`src/include/spcfg_pkg.sv`:
```
package spcfg_pkg;
    localparam int ADDR_W = 16;
    localparam logic [15:0] CFG_A_ADDR = 16'h0000;
    localparam logic [15:0] CFG_B_ADDR = 16'h0001;
    localparam int A_FULL_RST_BIT = 7;
    localparam int A_LSB_FIRST_BIT = 6;
    localparam int A_ASCEND_BIT = 5;
    localparam int A_ASCEND_MIR_BIT = 2;
    localparam int A_LSB_MIR_BIT = 1;
    localparam int A_FULL_MIR_BIT = 0;
    localparam int B_RD_SHADOW_BIT = 5;
    localparam int B_CORE_RST_BIT = 2;
    localparam logic [7:0] CFG_A_RESET = 8'h00;
    localparam logic [7:0] CFG_B_RESET = 8'h00;
    // Only the stored bits; reset triggers read back as live status instead
    localparam logic [7:0] CFG_A_STORE_MASK = 8'h66;
    localparam logic [7:0] CFG_B_STORE_MASK = 8'h20;
    localparam int CLK_PERIOD_PS = 5000;
    localparam int RST_PULSE_NS = 40;
    localparam int RST_PULSE_CYC = (RST_PULSE_NS * 1000 + CLK_PERIOD_PS - 1) / CLK_PERIOD_PS;
    typedef enum logic [1:0] {
        SPCFG_IDLE = 2'b00,
        SPCFG_FULL = 2'b01,
        SPCFG_CORE = 2'b10
    } spcfg_rst_e;
endpackage

```
`src/include/spcfg_rst_if.sv`:
```
interface spcfg_rst_if;
    logic full_req;
    logic core_req;
    logic full_act;
    logic core_act;
    logic full_done;
    modport ctrl (output full_req, output core_req, input full_act, input core_act,
                  input full_done);
    modport gen (input full_req, input core_req, output full_act, output core_act,
                 output full_done);
endinterface

```
`src/rtl/spcfg_regs.sv`:
```
// What this block does
// - Config A bit 6 set shifts LSB first; reset value 0 means MSB first.
// - Bit order and address step are forced off while the port runs I2C.
// - Config A bit 5 set steps the address upward per multibyte SPI byte.
// - Config A bit 5 clear, its reset value, steps the address downward.
// - Bits 2 to 0 mirror 7 to 5; each control is the OR of the pair.
// - Mirror pairs are reversed: 2 with 5, 1 with 6, 0 with 7; bits 4 and 3 are reserved and read 0.
// - Config B bit 5 set makes buffered reads return the shadow copy.
// - Config B bit 5 clear, its reset value, returns the active values.
// - Writing 1 to config B bit 2 resets logic only; writing 0 does nothing.
module spcfg_regs
    import spcfg_pkg::*;
#(
    parameter int PULSE_CYC = RST_PULSE_CYC
) (
    input wire logic mclk,
    input wire logic sys_rst,
    input wire logic i2c_mode,
    input wire logic [ADDR_W-1:0] reg_addr,
    input wire logic reg_wr,
    input wire logic reg_rd,
    input wire logic [7:0] reg_wdata,
    input wire logic [7:0] active_rdata,
    input wire logic [7:0] shadow_rdata,
    output logic [7:0] reg_rdata,
    output logic reg_rvalid,
    output logic lsb_first,
    output logic addr_ascend,
    output logic read_shadow,
    output logic full_reset,
    output logic logic_reset
);
    spcfg_rst_if rif ();

    spcfg_rst_gen #(
        .PULSE_CYC(PULSE_CYC)
    ) u_rst_gen (
        .mclk(mclk),
        .sys_rst(sys_rst),
        .rif(rif)
    );

    logic [7:0] cfg_a_q, cfg_a_d;
    logic [7:0] cfg_b_q, cfg_b_d;
    logic lsb_q, asc_q, shadow_q;
    logic [7:0] rdata_q;
    logic rvalid_q;

    wire sel_a = (reg_addr == CFG_A_ADDR);
    wire sel_b = (reg_addr == CFG_B_ADDR);
    wire wr_a = reg_wr && sel_a;
    wire wr_b = reg_wr && sel_b;
    wire rst_busy = rif.full_act || rif.core_act;

    // Trigger bits are never stored, so a write during a reset cannot leave one stuck
    wire full_trig = wr_a && (reg_wdata[A_FULL_RST_BIT] || reg_wdata[A_FULL_MIR_BIT]);
    wire core_trig = wr_b && reg_wdata[B_CORE_RST_BIT];
    assign rif.full_req = full_trig && !rst_busy;
    assign rif.core_req = core_trig && !rst_busy;

    wire lsb_raw = cfg_a_q[A_LSB_FIRST_BIT] || cfg_a_q[A_LSB_MIR_BIT];
    wire asc_raw = cfg_a_q[A_ASCEND_BIT] || cfg_a_q[A_ASCEND_MIR_BIT];
    wire lsb_d = lsb_raw && !i2c_mode;
    wire asc_d = asc_raw && !i2c_mode;

    wire [7:0] a_rd = cfg_a_q | {rif.full_act, 6'h00, rif.full_act};
    wire [7:0] b_rd = cfg_b_q | {5'h00, rif.core_act, 2'h0};
    wire [7:0] buf_rd = cfg_b_q[B_RD_SHADOW_BIT] ? shadow_rdata : active_rdata;
    wire [7:0] rdata_d = sel_a ? a_rd : (sel_b ? b_rd : buf_rd);

    // A write landing with the end of a full reset wins over the map clear
    always_comb begin
        cfg_a_d = cfg_a_q;
        cfg_b_d = cfg_b_q;
        if (rif.full_done) begin
            cfg_a_d = CFG_A_RESET;
            cfg_b_d = CFG_B_RESET;
        end
        if (wr_a) begin
            cfg_a_d = reg_wdata & CFG_A_STORE_MASK;
        end
        if (wr_b) begin
            cfg_b_d = reg_wdata & CFG_B_STORE_MASK;
        end
    end

    always_ff @(posedge mclk) begin
        if (sys_rst) begin
            cfg_a_q <= CFG_A_RESET;
            cfg_b_q <= CFG_B_RESET;
            lsb_q <= 1'b0;
            asc_q <= 1'b0;
            shadow_q <= 1'b0;
            rdata_q <= 8'h00;
            rvalid_q <= 1'b0;
        end else begin
            cfg_a_q <= cfg_a_d;
            cfg_b_q <= cfg_b_d;
            lsb_q <= lsb_d;
            asc_q <= asc_d;
            shadow_q <= cfg_b_q[B_RD_SHADOW_BIT];
            rdata_q <= reg_rd ? rdata_d : rdata_q;
            rvalid_q <= reg_rd;
        end
    end

    assign reg_rdata = rdata_q;
    assign reg_rvalid = rvalid_q;
    assign lsb_first = lsb_q;
    assign addr_ascend = asc_q;
    assign read_shadow = shadow_q;
    assign full_reset = rif.full_act;
    assign logic_reset = rif.core_act;
endmodule

```
`src/rtl/spcfg_rst_gen.sv`:
```
module spcfg_rst_gen
    import spcfg_pkg::*;
#(
    parameter int PULSE_CYC = RST_PULSE_CYC
) (
    input wire logic mclk,
    input wire logic sys_rst,
    spcfg_rst_if.gen rif
);
    localparam int CW = $clog2(PULSE_CYC + 1);
    localparam logic [CW-1:0] CNT_LAST = CW'(PULSE_CYC - 1);

    spcfg_rst_e state_q, state_d;
    logic [CW-1:0] cnt_q, cnt_d;
    logic full_act_q, core_act_q, full_done_q;

    wire cnt_end = (cnt_q == CNT_LAST);
    wire busy = (state_q != SPCFG_IDLE);

    always_comb begin
        state_d = state_q;
        cnt_d = busy ? cnt_q + CW'(1) : '0;
        unique case (state_q)
            SPCFG_IDLE: begin
                // A full reset outranks a logic-only reset asked in the same cycle
                if (rif.full_req) begin
                    state_d = SPCFG_FULL;
                end else if (rif.core_req) begin
                    state_d = SPCFG_CORE;
                end
            end
            SPCFG_FULL, SPCFG_CORE: begin
                if (cnt_end) begin
                    state_d = SPCFG_IDLE;
                end
            end
            default: state_d = SPCFG_IDLE;
        endcase
    end

    always_ff @(posedge mclk) begin
        if (sys_rst) begin
            state_q <= SPCFG_IDLE;
            cnt_q <= '0;
            full_act_q <= 1'b0;
            core_act_q <= 1'b0;
            full_done_q <= 1'b0;
        end else begin
            state_q <= state_d;
            cnt_q <= cnt_d;
            full_act_q <= (state_d == SPCFG_FULL);
            core_act_q <= (state_d == SPCFG_CORE);
            full_done_q <= (state_q == SPCFG_FULL) && cnt_end;
        end
    end

    assign rif.full_act = full_act_q;
    assign rif.core_act = core_act_q;
    assign rif.full_done = full_done_q;
endmodule

```
`config.mk`:
```
export PLATFORM = sky130hd
export DESIGN_NAME = spcfg_regs
export DESIGN_NICKNAME = d
export VERILOG_FILES = /design/src/include/spcfg_pkg.sv /design/src/include/spcfg_rst_if.sv /design/src/rtl/spcfg_regs.sv /design/src/rtl/spcfg_rst_gen.sv
export SDC_FILE = /design/constraint.sdc
export NUM_CORES = 1
export LEC_CHECK = 0
export BUFFER_PORTS_ARGS = -buffer_cell sky130_fd_sc_hd__buf_2
export CAP_MARGIN = 20
export CORE_MARGIN = 2
export CORE_UTILIZATION = 40
export CTS_CLUSTER_DIAMETER = 40
export DETAILED_ROUTE_END_ITERATION = 12
export PLACE_DENSITY = 0.73
export SLEW_MARGIN = 20
export SYNTH_ARGS = -nofsm -noshare
export SYNTH_HDL_FRONTEND = slang
export SYNTH_HIERARCHICAL = 1
export SYNTH_SLANG_ARGS = --single-unit
```
`constraint.sdc`:
```
create_clock -name mclk -period 1.7 [get_ports mclk]
set_input_delay 0.085 -clock mclk [delete_from_list [all_inputs] [get_ports mclk]]
set_output_delay 0.085 -clock mclk [all_outputs]
set_load 0.03 [all_outputs]
```
======== Word level (Yosys, flattened, before mapping) ========
Cells that the tools add are included.
operators by class
  add/sub/neg operators ................... 1
  eq/ne operators ......................... 6
  muxes and demuxes ....................... 11
  bitwise logic cells ..................... 3
  reduce and logical (&&, ||, !) cells .... 22
operators with widths
  operator             number
  $mux 8               3
  $eq 16x1->1 const B  1
  $logic_not 16->1     1
  $mux 7               2
  $mux 6               2
  $logic_and 1x1->1    9
  $or 7x8->8           1
  $mux 2               3
  $or 6x3->6           1
  $reduce_bool 2->1    3
  $add 4x1->4 const B  1
  $eq 2x1->1 const B   2
  $eq 2x2->1 const B   2
  $eq 4x3->1 const B   1
  $logic_or 1x1->1     4
  $pmux 2 s2           1
  $reduce_or 2->1      2
  $logic_not 1->1      2
  $logic_not 2->1      1
  $not 1->1            1
storage, ports and cells
  register bits after elaboration ......... 26

======== Logic depth before layout (Yosys ltp) ========
Gate-level depths: netlist of the first run.
  word-level depth ........................ 8
  gate-level depth with buffers ........... 7

======== Hierarchy ========
The synthesis of the first run kept the hierarchy.
modules (own cells, without submodules)
  module         instances  cells each  area each (µm²)  seq. area each (µm²)
  spcfg_regs     1          93          873.3            340.3
  spcfg_rst_gen  1          37          391.6            180.2

======== Least setup slack after synthesis of the first run ========
Ideal clock, no wire load.
  path kind ............................... input-to-reg
  start point ............................. in reg_addr[8]
  end point ............................... reg u_rst_gen.core_act_q, in the netlist u_rst_gen/rif.core_act
  library setup time ...................... 116 ps
  arrival ................................. 1749 ps
  required time ........................... 1584 ps
  path slack .............................. -165 ps
  cell stages on the path ................. 7
  path through ............................ nor4_2 > nand4_2 > or4b_4 > nor3_2 > nor2b_1 > a32o_2 > and4_1
RTL lines
  item                    line                 text
  from (decl)             spcfg_regs.sv:19     input wire logic [ADDR_W-1:0] reg_addr,
  $logic_not 16->1        spcfg_regs.sv:49     wire sel_a = (reg_addr == CFG_A_ADDR);
  $logic_and 1x1->1       spcfg_regs.sv:51     wire wr_a = reg_wr && sel_a;
  $logic_and 1x1->1       spcfg_regs.sv:56     wire full_trig = wr_a && (reg_wdata[A_FULL_RST_BIT] || reg_wdata[A_FULL_MIR_BIT]);
  $logic_and 1x1->1       spcfg_regs.sv:58     assign rif.full_req = full_trig && !rst_busy;
  named net rif.full_req  spcfg_rst_if.sv:2    logic full_req;
  $mux 2                  spcfg_rst_gen.sv:26  if (rif.full_req) begin
  $pmux 2 s2              spcfg_rst_gen.sv:23  unique case (state_q)
  $eq 2x2->1              spcfg_rst_gen.sv:52  core_act_q <= (state_d == SPCFG_CORE);
  to (signal assigned)    spcfg_rst_gen.sv:52
  to (decl)               spcfg_rst_gen.sv:15  logic full_act_q, core_act_q, full_done_q;
The timed path passes the listed nets, and every way through them passes these cells.
A chain may end at the register's enable or synchronous reset.

======== Worst setup path after layout of the first run ========
  start point ............................. reg u_rst_gen.core_act_q, in the netlist u_rst_gen/rif.core_act
  end point ............................... reg u_rst_gen.core_act_q, in the netlist u_rst_gen/rif.core_act
RTL lines
  item                    line                 text
  $logic_or 1x1->1        spcfg_regs.sv:53     wire rst_busy = rif.full_act || rif.core_act;
  $logic_not 1->1         spcfg_regs.sv:58
  $logic_and 1x1->1       spcfg_regs.sv:58
  named net rif.full_req  spcfg_rst_if.sv:2
  $mux 2                  spcfg_rst_gen.sv:26
  $pmux 2 s2              spcfg_rst_gen.sv:23
  $eq 2x2->1              spcfg_rst_gen.sv:52
The timed path passes the listed nets, and every way through them passes these cells.

==> impl_metrics.toml, run 1 <==
[status]
status = "finished, final reports clean"

[yosys]
yosysWarnings = 6
synth_area_per_cell_um2 = 9.73
ys_top_cells_by_area = "dfxtp_1 41%, mux2i_1 10%, ha_1 4.0%, mux2_2 3.6%, nand2b_1 3.5%"
synth_seq_area_share_pct = 41.1
ys_seq_elements = 26
netlist_instances = 130
synth_fp_nets = 179
synth_top_cell_area_share_pct = 41.1
synth_area_um2 = 1260
yosys.area.top_type = "dfxtp_1"
ys_types = 34

[timing]
period_share_pct = 97.5
hold_violations = 0
relSlewSlack_pct = 65.1
whs_ns = 0.00817
worstMarginPinSlew_ns = 0.522
rsz0062_at_grt = "no"
fmax_mhz = 603
finClkSkew_ns = 0.00151
period_minus_slack_ns = 1.66
finalSetupViolCount = 0
slew_violations = 0

[power_and_ir_drop]
total_power_mw = 1.20
power.density_nw_per_um2 = 709
peakVddDrop_mv = 0.306
p_leak_nw = 0.790

[worst_setup_path]
slowest_stage = "or4b_4"
crit_start = "u_rst_gen/rif.core_act"
slowest_delay_ns = 0.56
critPathCapture = "u_rst_gen/rif.core_act"
r2r_slack_ns = 0.04
crit_path_end_kind = "register"
reg2regPathDepth = 5
path_cells = "or4b_4 -> nor3_4 -> nor2b_1 -> a32o_2 -> and4_1"
cp_top_family = "simple AND/OR/NAND/NOR gates"
critPathBufInv = 0
crit_type = "register to register"
required_ns = 1.93
critPathMaxFanout = 3
reg2reg_from = "u_rst_gen/rif.core_act"
crit_cells = 5
critical_path_arrival_ns = 1.89
startpoint_type = "register"
r2r-end = "u_rst_gen/rif.core_act"

[clock_tree]
cts_resized = 0
clk_latency_ns = 0.32
postCtsSetupRepairBufs = 0
cts_made_buffers = 3
clock_path_buffers = 2
cts-root-buf = "clkbuf_4"
clkSlewWorstSetupHoldPaths_ns = 0.14
cts_hold_buf = 1
cts_tree = "done"
ctsHtreeMaxLevel = 1
cts_sinks = 26

[cells_and_area]
nNetsFinal = 238
drive_gt1_share_pct = 40.4
fin_area_um2 = 1700
antenna_cells = 0
fin_util_pct = 56.0
syn_to_final_growth_pct = 34.0

[global_route]
grt_antenna_before_repair = 0
grt-ovfl-total = 0
grt_max_degree = 20
grt_first_pass_wirelength_um = 4510
grt_util_all_layers_pct = 16.7
grt_pass1_vias = 1127

[die]
io_pins = 59
die_area_um2 = 3630
die_h_um = 60.2
fp.coreArea_um2 = 3030
initial_core_util_pct = 41.8
fp.dieW_um = 60.2
rows = 20

[routing]
antenna_left = 0
wirelength_um = 2940
drt_iter0_markers = 46
drc = 0
routedWlPerCell_um = 12.7
dr.pass1.iters = 4
vias = 1162
vias_per_cell = 5.01

[job]
maxCapViolCount = 0

[place]
hpwl_um = 2350
gp_congestion = 0.772
dpl_cell_area_um2 = 1630
io_buffers = 56

[min_path]
min-delay-path-class = "input pin to register"
[per-stage QoR]
| step | instances | TNS [ns] | setup slack (ns) |
|---|---|---|---|
| after floorplan | 130 | -0.181 | -0.109 |
| after global placement | 227 | -0.489 | -0.177 |
| after detailed placement | 227 | -0.738 | -0.243 |
| after CTS | 232 | 0 | 0.0521 |
| after global routing | 232 | 0 | 0.00436 |
| final | 232 | 0 | 0.0426 |
[area by class of cell]
class,instances,area [µm²]
clock buffers,3,22.5
clock inverters,1,30.0
fillers,282,1330
inverters,2,7.51
multi-input cells,96,747
flip-flops and latches,26,520
well taps,44,55.1
repair buffers,60,313
[power by group]
group	internal [mW]	switching, mW
clock network	0.239	0.180
logic	0.0700	0.0855
registers	0.622	0.00549
total	0.930	0.271
[metal layers]
layer	up-vias	wire [µm]	track usage (%)
li1	580	-	-
met1	525	1200	17.2
met2	53	1450	32.6
met3	4	254	3.03
met4	0	26	6.67
met5	-	0	0
[cell families after synthesis]
family                     share of synthesized area [%]
AOI/OAI and AO/OA                                   7.52
xor gates and xnor gates                            1.39
adders and majority gates                           3.96
buffers and inverters                               2.37
DFF                                                 41.1
muxes                                               13.8
and+or+nand+nor                                     29.8
[flip-flops by register name, indices dropped and copies added, names as in the netlist, 2 cells and up]
register / flops
cfg_a_q: 4
reg_rdata: 8
u_rst_gen/state_q: 2
u_rst_gen/cnt_q: 4
[layout by cell type, fill, tap and decap left out, types with 2 or more instances in the layout]
cell      Yosys  layout
nor4_4        0       3
o211ai_1      4       4
a22o_1        3       3
dfxtp_1      26      26
buf_2         0      56
nand3_1       6       6
ha_1          4       4
buf_4         0       3
mux2i_1      13      13
nor3_1        6       6
nor2b_1       4       4
nand2b_1      7       7
clkbuf_4      0       3
a21oi_1       3       3
nor3b_1       2       2
inv_1         2       2
nor2_1        9       9
mux2_2        4       4
nand2_1      10      10
nand3b_1      2       2
[how the worst min path moves through the flow]
stage | start | endpoint | slack [ns] | cells after the start
2_1_floorplan | sys_rst | u_rst_gen/cnt_q[0] | 0.16 | 1
3_3_place_gp | i2c_mode | lsb_first | 0.27 | 2
3_5_place_dp | i2c_mode | lsb_first | 0.27 | 2
4_1_cts | reg_wdata[6] | cfg_a_q[6] | 0.005 | 3
5_1_grt | reg_wdata[6] | cfg_a_q[6] | 0.02 | 3
6_report | reg_wdata[6] | cfg_a_q[6] | 0.008 | 3
[synthesized netlist by cell type]
| cell type | count |
|---|---|
| a21oi_1 | 3 |
| a22o_1 | 3 |
| a32o_2 | 1 |
| and2_1 | 1 |
| and3_1 | 1 |
| and4_1 | 1 |
| clkbuf_1 | 6 |
| dfxtp_1 | 26 |
| ha_1 | 4 |
| inv_1 | 2 |
| mux2_2 | 4 |
| mux2i_1 | 13 |
| nand2_1 | 10 |
| nand2b_1 | 7 |
| nand3_1 | 6 |
| nand3b_1 | 2 |
| nand3b_4 | 1 |
| nand4_1 | 1 |
| nand4_2 | 1 |
| nor2_1 | 9 |
| nor2b_1 | 4 |
| nor3_1 | 6 |
| nor3_2 | 1 |
| nor3b_1 | 2 |
| nor3b_2 | 1 |
| nor4_1 | 1 |
| nor4_2 | 3 |
| o211ai_1 | 4 |
| o21ai_0 | 1 |
| o31ai_1 | 1 |
| or2_1 | 1 |
| or4b_4 | 1 |
| xnor2_1 | 1 |
| xor2_1 | 1 |
[tightest hold or removal path, delay by kind of cell]
kind	cells	cell delay, ns
AND/OR/NAND/NOR	1	0.05
multiplexers	1	0.06
buffers and inverters	1	0.10
No activity file was read; power rests on OpenSTA's default activity.
==> inputs of run 2 (changes only) <==
Settings changed: GPL_TIMING_DRIVEN from default to 1, TNS_END_PERCENT from default to 20.
Clock period 1.7 ns to 1.4 ns, I/O delays scaled along.
==> impl_metrics.toml, run 2 (synthesis results as in run 1) <==
[cells_and_area]
antenna_cells = 0
fin_area_um2 = 1770
fill_cells = 261
final_cell_mix = "56 x buf_2, 25 x dfxtp_1, 13 x mux2i_1"
nNetsFinal = 247
syn_to_final_growth_pct = 40.1
final_common_cell = "buf_2"
largest_reg_flops = 8
drive_gt1_share_pct = 42.1

[routing]
drt_iter0_markers = 17
routedWlPerCell_um = 12.3
dr.pass1.iters = 4
wirelength_um = 2970
vias = 1200
drc = 0
antenna_left = 0
vias_per_cell = 4.98

[timing]
period_share_pct = 115
slew_violations = 0
finalSetupViolCount = 4
hold_violations = 0
period_minus_slack_ns = 1.60
worstMarginPinSlew_ns = 0.343
fin_ws_ns = -0.204
finClkSkew_ns = 0.000824
rsz0062_at_grt = "yes"
setup_tns_ns = -0.676
relSlewSlack_pct = 77.0
whs_ns = 0.0175
fmax_mhz = 623

[clock_tree]
cts_made_buffers = 3
cts-root-buf = "clkbuf_4"
clkSlewWorstSetupHoldPaths_ns = 0.15
cts_tree = "done"
ctsHtreeMaxLevel = 1
cts_sinks = 26
clk_latency_ns = 0.33
clock_path_buffers = 2

[worst_setup_path]
startpoint_type = "register"
crit_type = "register to register"
required_ns = 1.64
reg2regPathDepth = 5
crit_path_end_kind = "register"
critical_path_arrival_ns = 1.85
critPathMaxFanout = 3

[job]
maxCapViolCount = 0

[power_and_ir_drop]
p_leak_nw = 0.834
peakVddDrop_mv = 0.389
power.density_nw_per_um2 = 839

[place]
gp_congestion = 0.786
hpwl_um = 2260
dpl_cell_area_um2 = 1680
io_buffers = 56

[die]
die_h_um = 60.2
fp.coreArea_um2 = 3030
io_pins = 59
rows = 20
initial_core_util_pct = 41.8
fp.dieW_um = 60.2
die_area_um2 = 3630

[global_route]
top_usage_layer = "met2"
grt-ovfl-total = 0
grt_antenna_before_repair = 0
grt.met1_usage_pct = 19.7
met3_usage_pct = 3.03
grt_use_met2_pct = 30.9
grt_max_degree = 20
grt_first_pass_wirelength_um = 4620
grt_pass1_vias = 1061
grt_util_all_layers_pct = 17.0

[status]
violations = "negative setup slack"
status = "complete, but fails checks"

[min_path]
holdPathStages = 3
min-delay-path-class = "input pin to register"
## run 2: cell types whose count changed in the layout (fill, tap and decap cells not counted)
cell,change
buf_4,+6
dfxtp_2,+1
dlygate4sd3_1,+3
dfxtp_1,-1
## run 2: worst paths after layout
path                                               end  slack [ns]                    from
worst max-delay path            u_rst_gen/rif.core_act       -0.20  u_rst_gen/rif.core_act
worst min-delay path                        cfg_b_q[5]        0.02                  reg_wr
worst max register to register  u_rst_gen/rif.core_act       -0.20  u_rst_gen/rif.core_act
worst min register to register      u_rst_gen/cnt_q[0]        0.47      u_rst_gen/cnt_q[0]
## run 2: layout make-up
| class | instances | area (µm²) | area share, % |
|---|---|---|---|
| multi-input cells | 96 | 747 | 42.2 |
| well taps | 44 | 55.1 | 3.11 |
| flip-flops and latches | 26 | 522 | 29.4 |
| clock inverters | 1 | 30.0 | 1.69 |
| inverters | 2 | 7.51 | 0.424 |
| clock buffers | 3 | 22.5 | 1.27 |
| repair buffers | 69 | 388 | 21.9 |
## run 2: worst max-delay path: stages, from the launching register on
cell	delay, ns
dfxtp_1	0.34
or4b_4	0.55
nor3_4	0.14
nor2b_1	0.07
a32o_2	0.24
and4_1	0.18
## run 2: power by group
group	internal (mW)	total, mW	switching [mW]
Combinational	0.0923	0.196	0.104
Sequential	0.755	0.762	0.00689
Clock	0.290	0.529	0.239
Total	1.14	1.49	0.350
## run 2: routing by layer
layer  share of wire (%)  vias to the layer above
met5                   0                        -
met4                 1.0                        0
met3                 6.7                        4
met2                  49                       40
met1                  43                      557
li1                    -                      599
## run 2: repair_timing
| item | in CTS | in global routing |
|---|---|---|
| pin swaps | 0 | 0 |
| buffers inserted | 0 | 0 |
| hold buffers | 4 | 0 |
| resized for setup | 1 | 0 |
| setup endpoints to repair | 5 | 4 |
| hold endpoints to repair | 5 | 0 |
## run 2: metrics by stage
stage                     std cells  power (mW)  util, %  setup WS, ns
final                           241        1.49     58.5        -0.204
after global routing            241        1.54     58.5        -0.250
after CTS                       241        1.49     58.5        -0.196
after detailed placement        233       0.966     55.4        -0.504
after global placement          233       0.961     55.4        -0.448
after floorplan                 130       0.870        -        -0.394
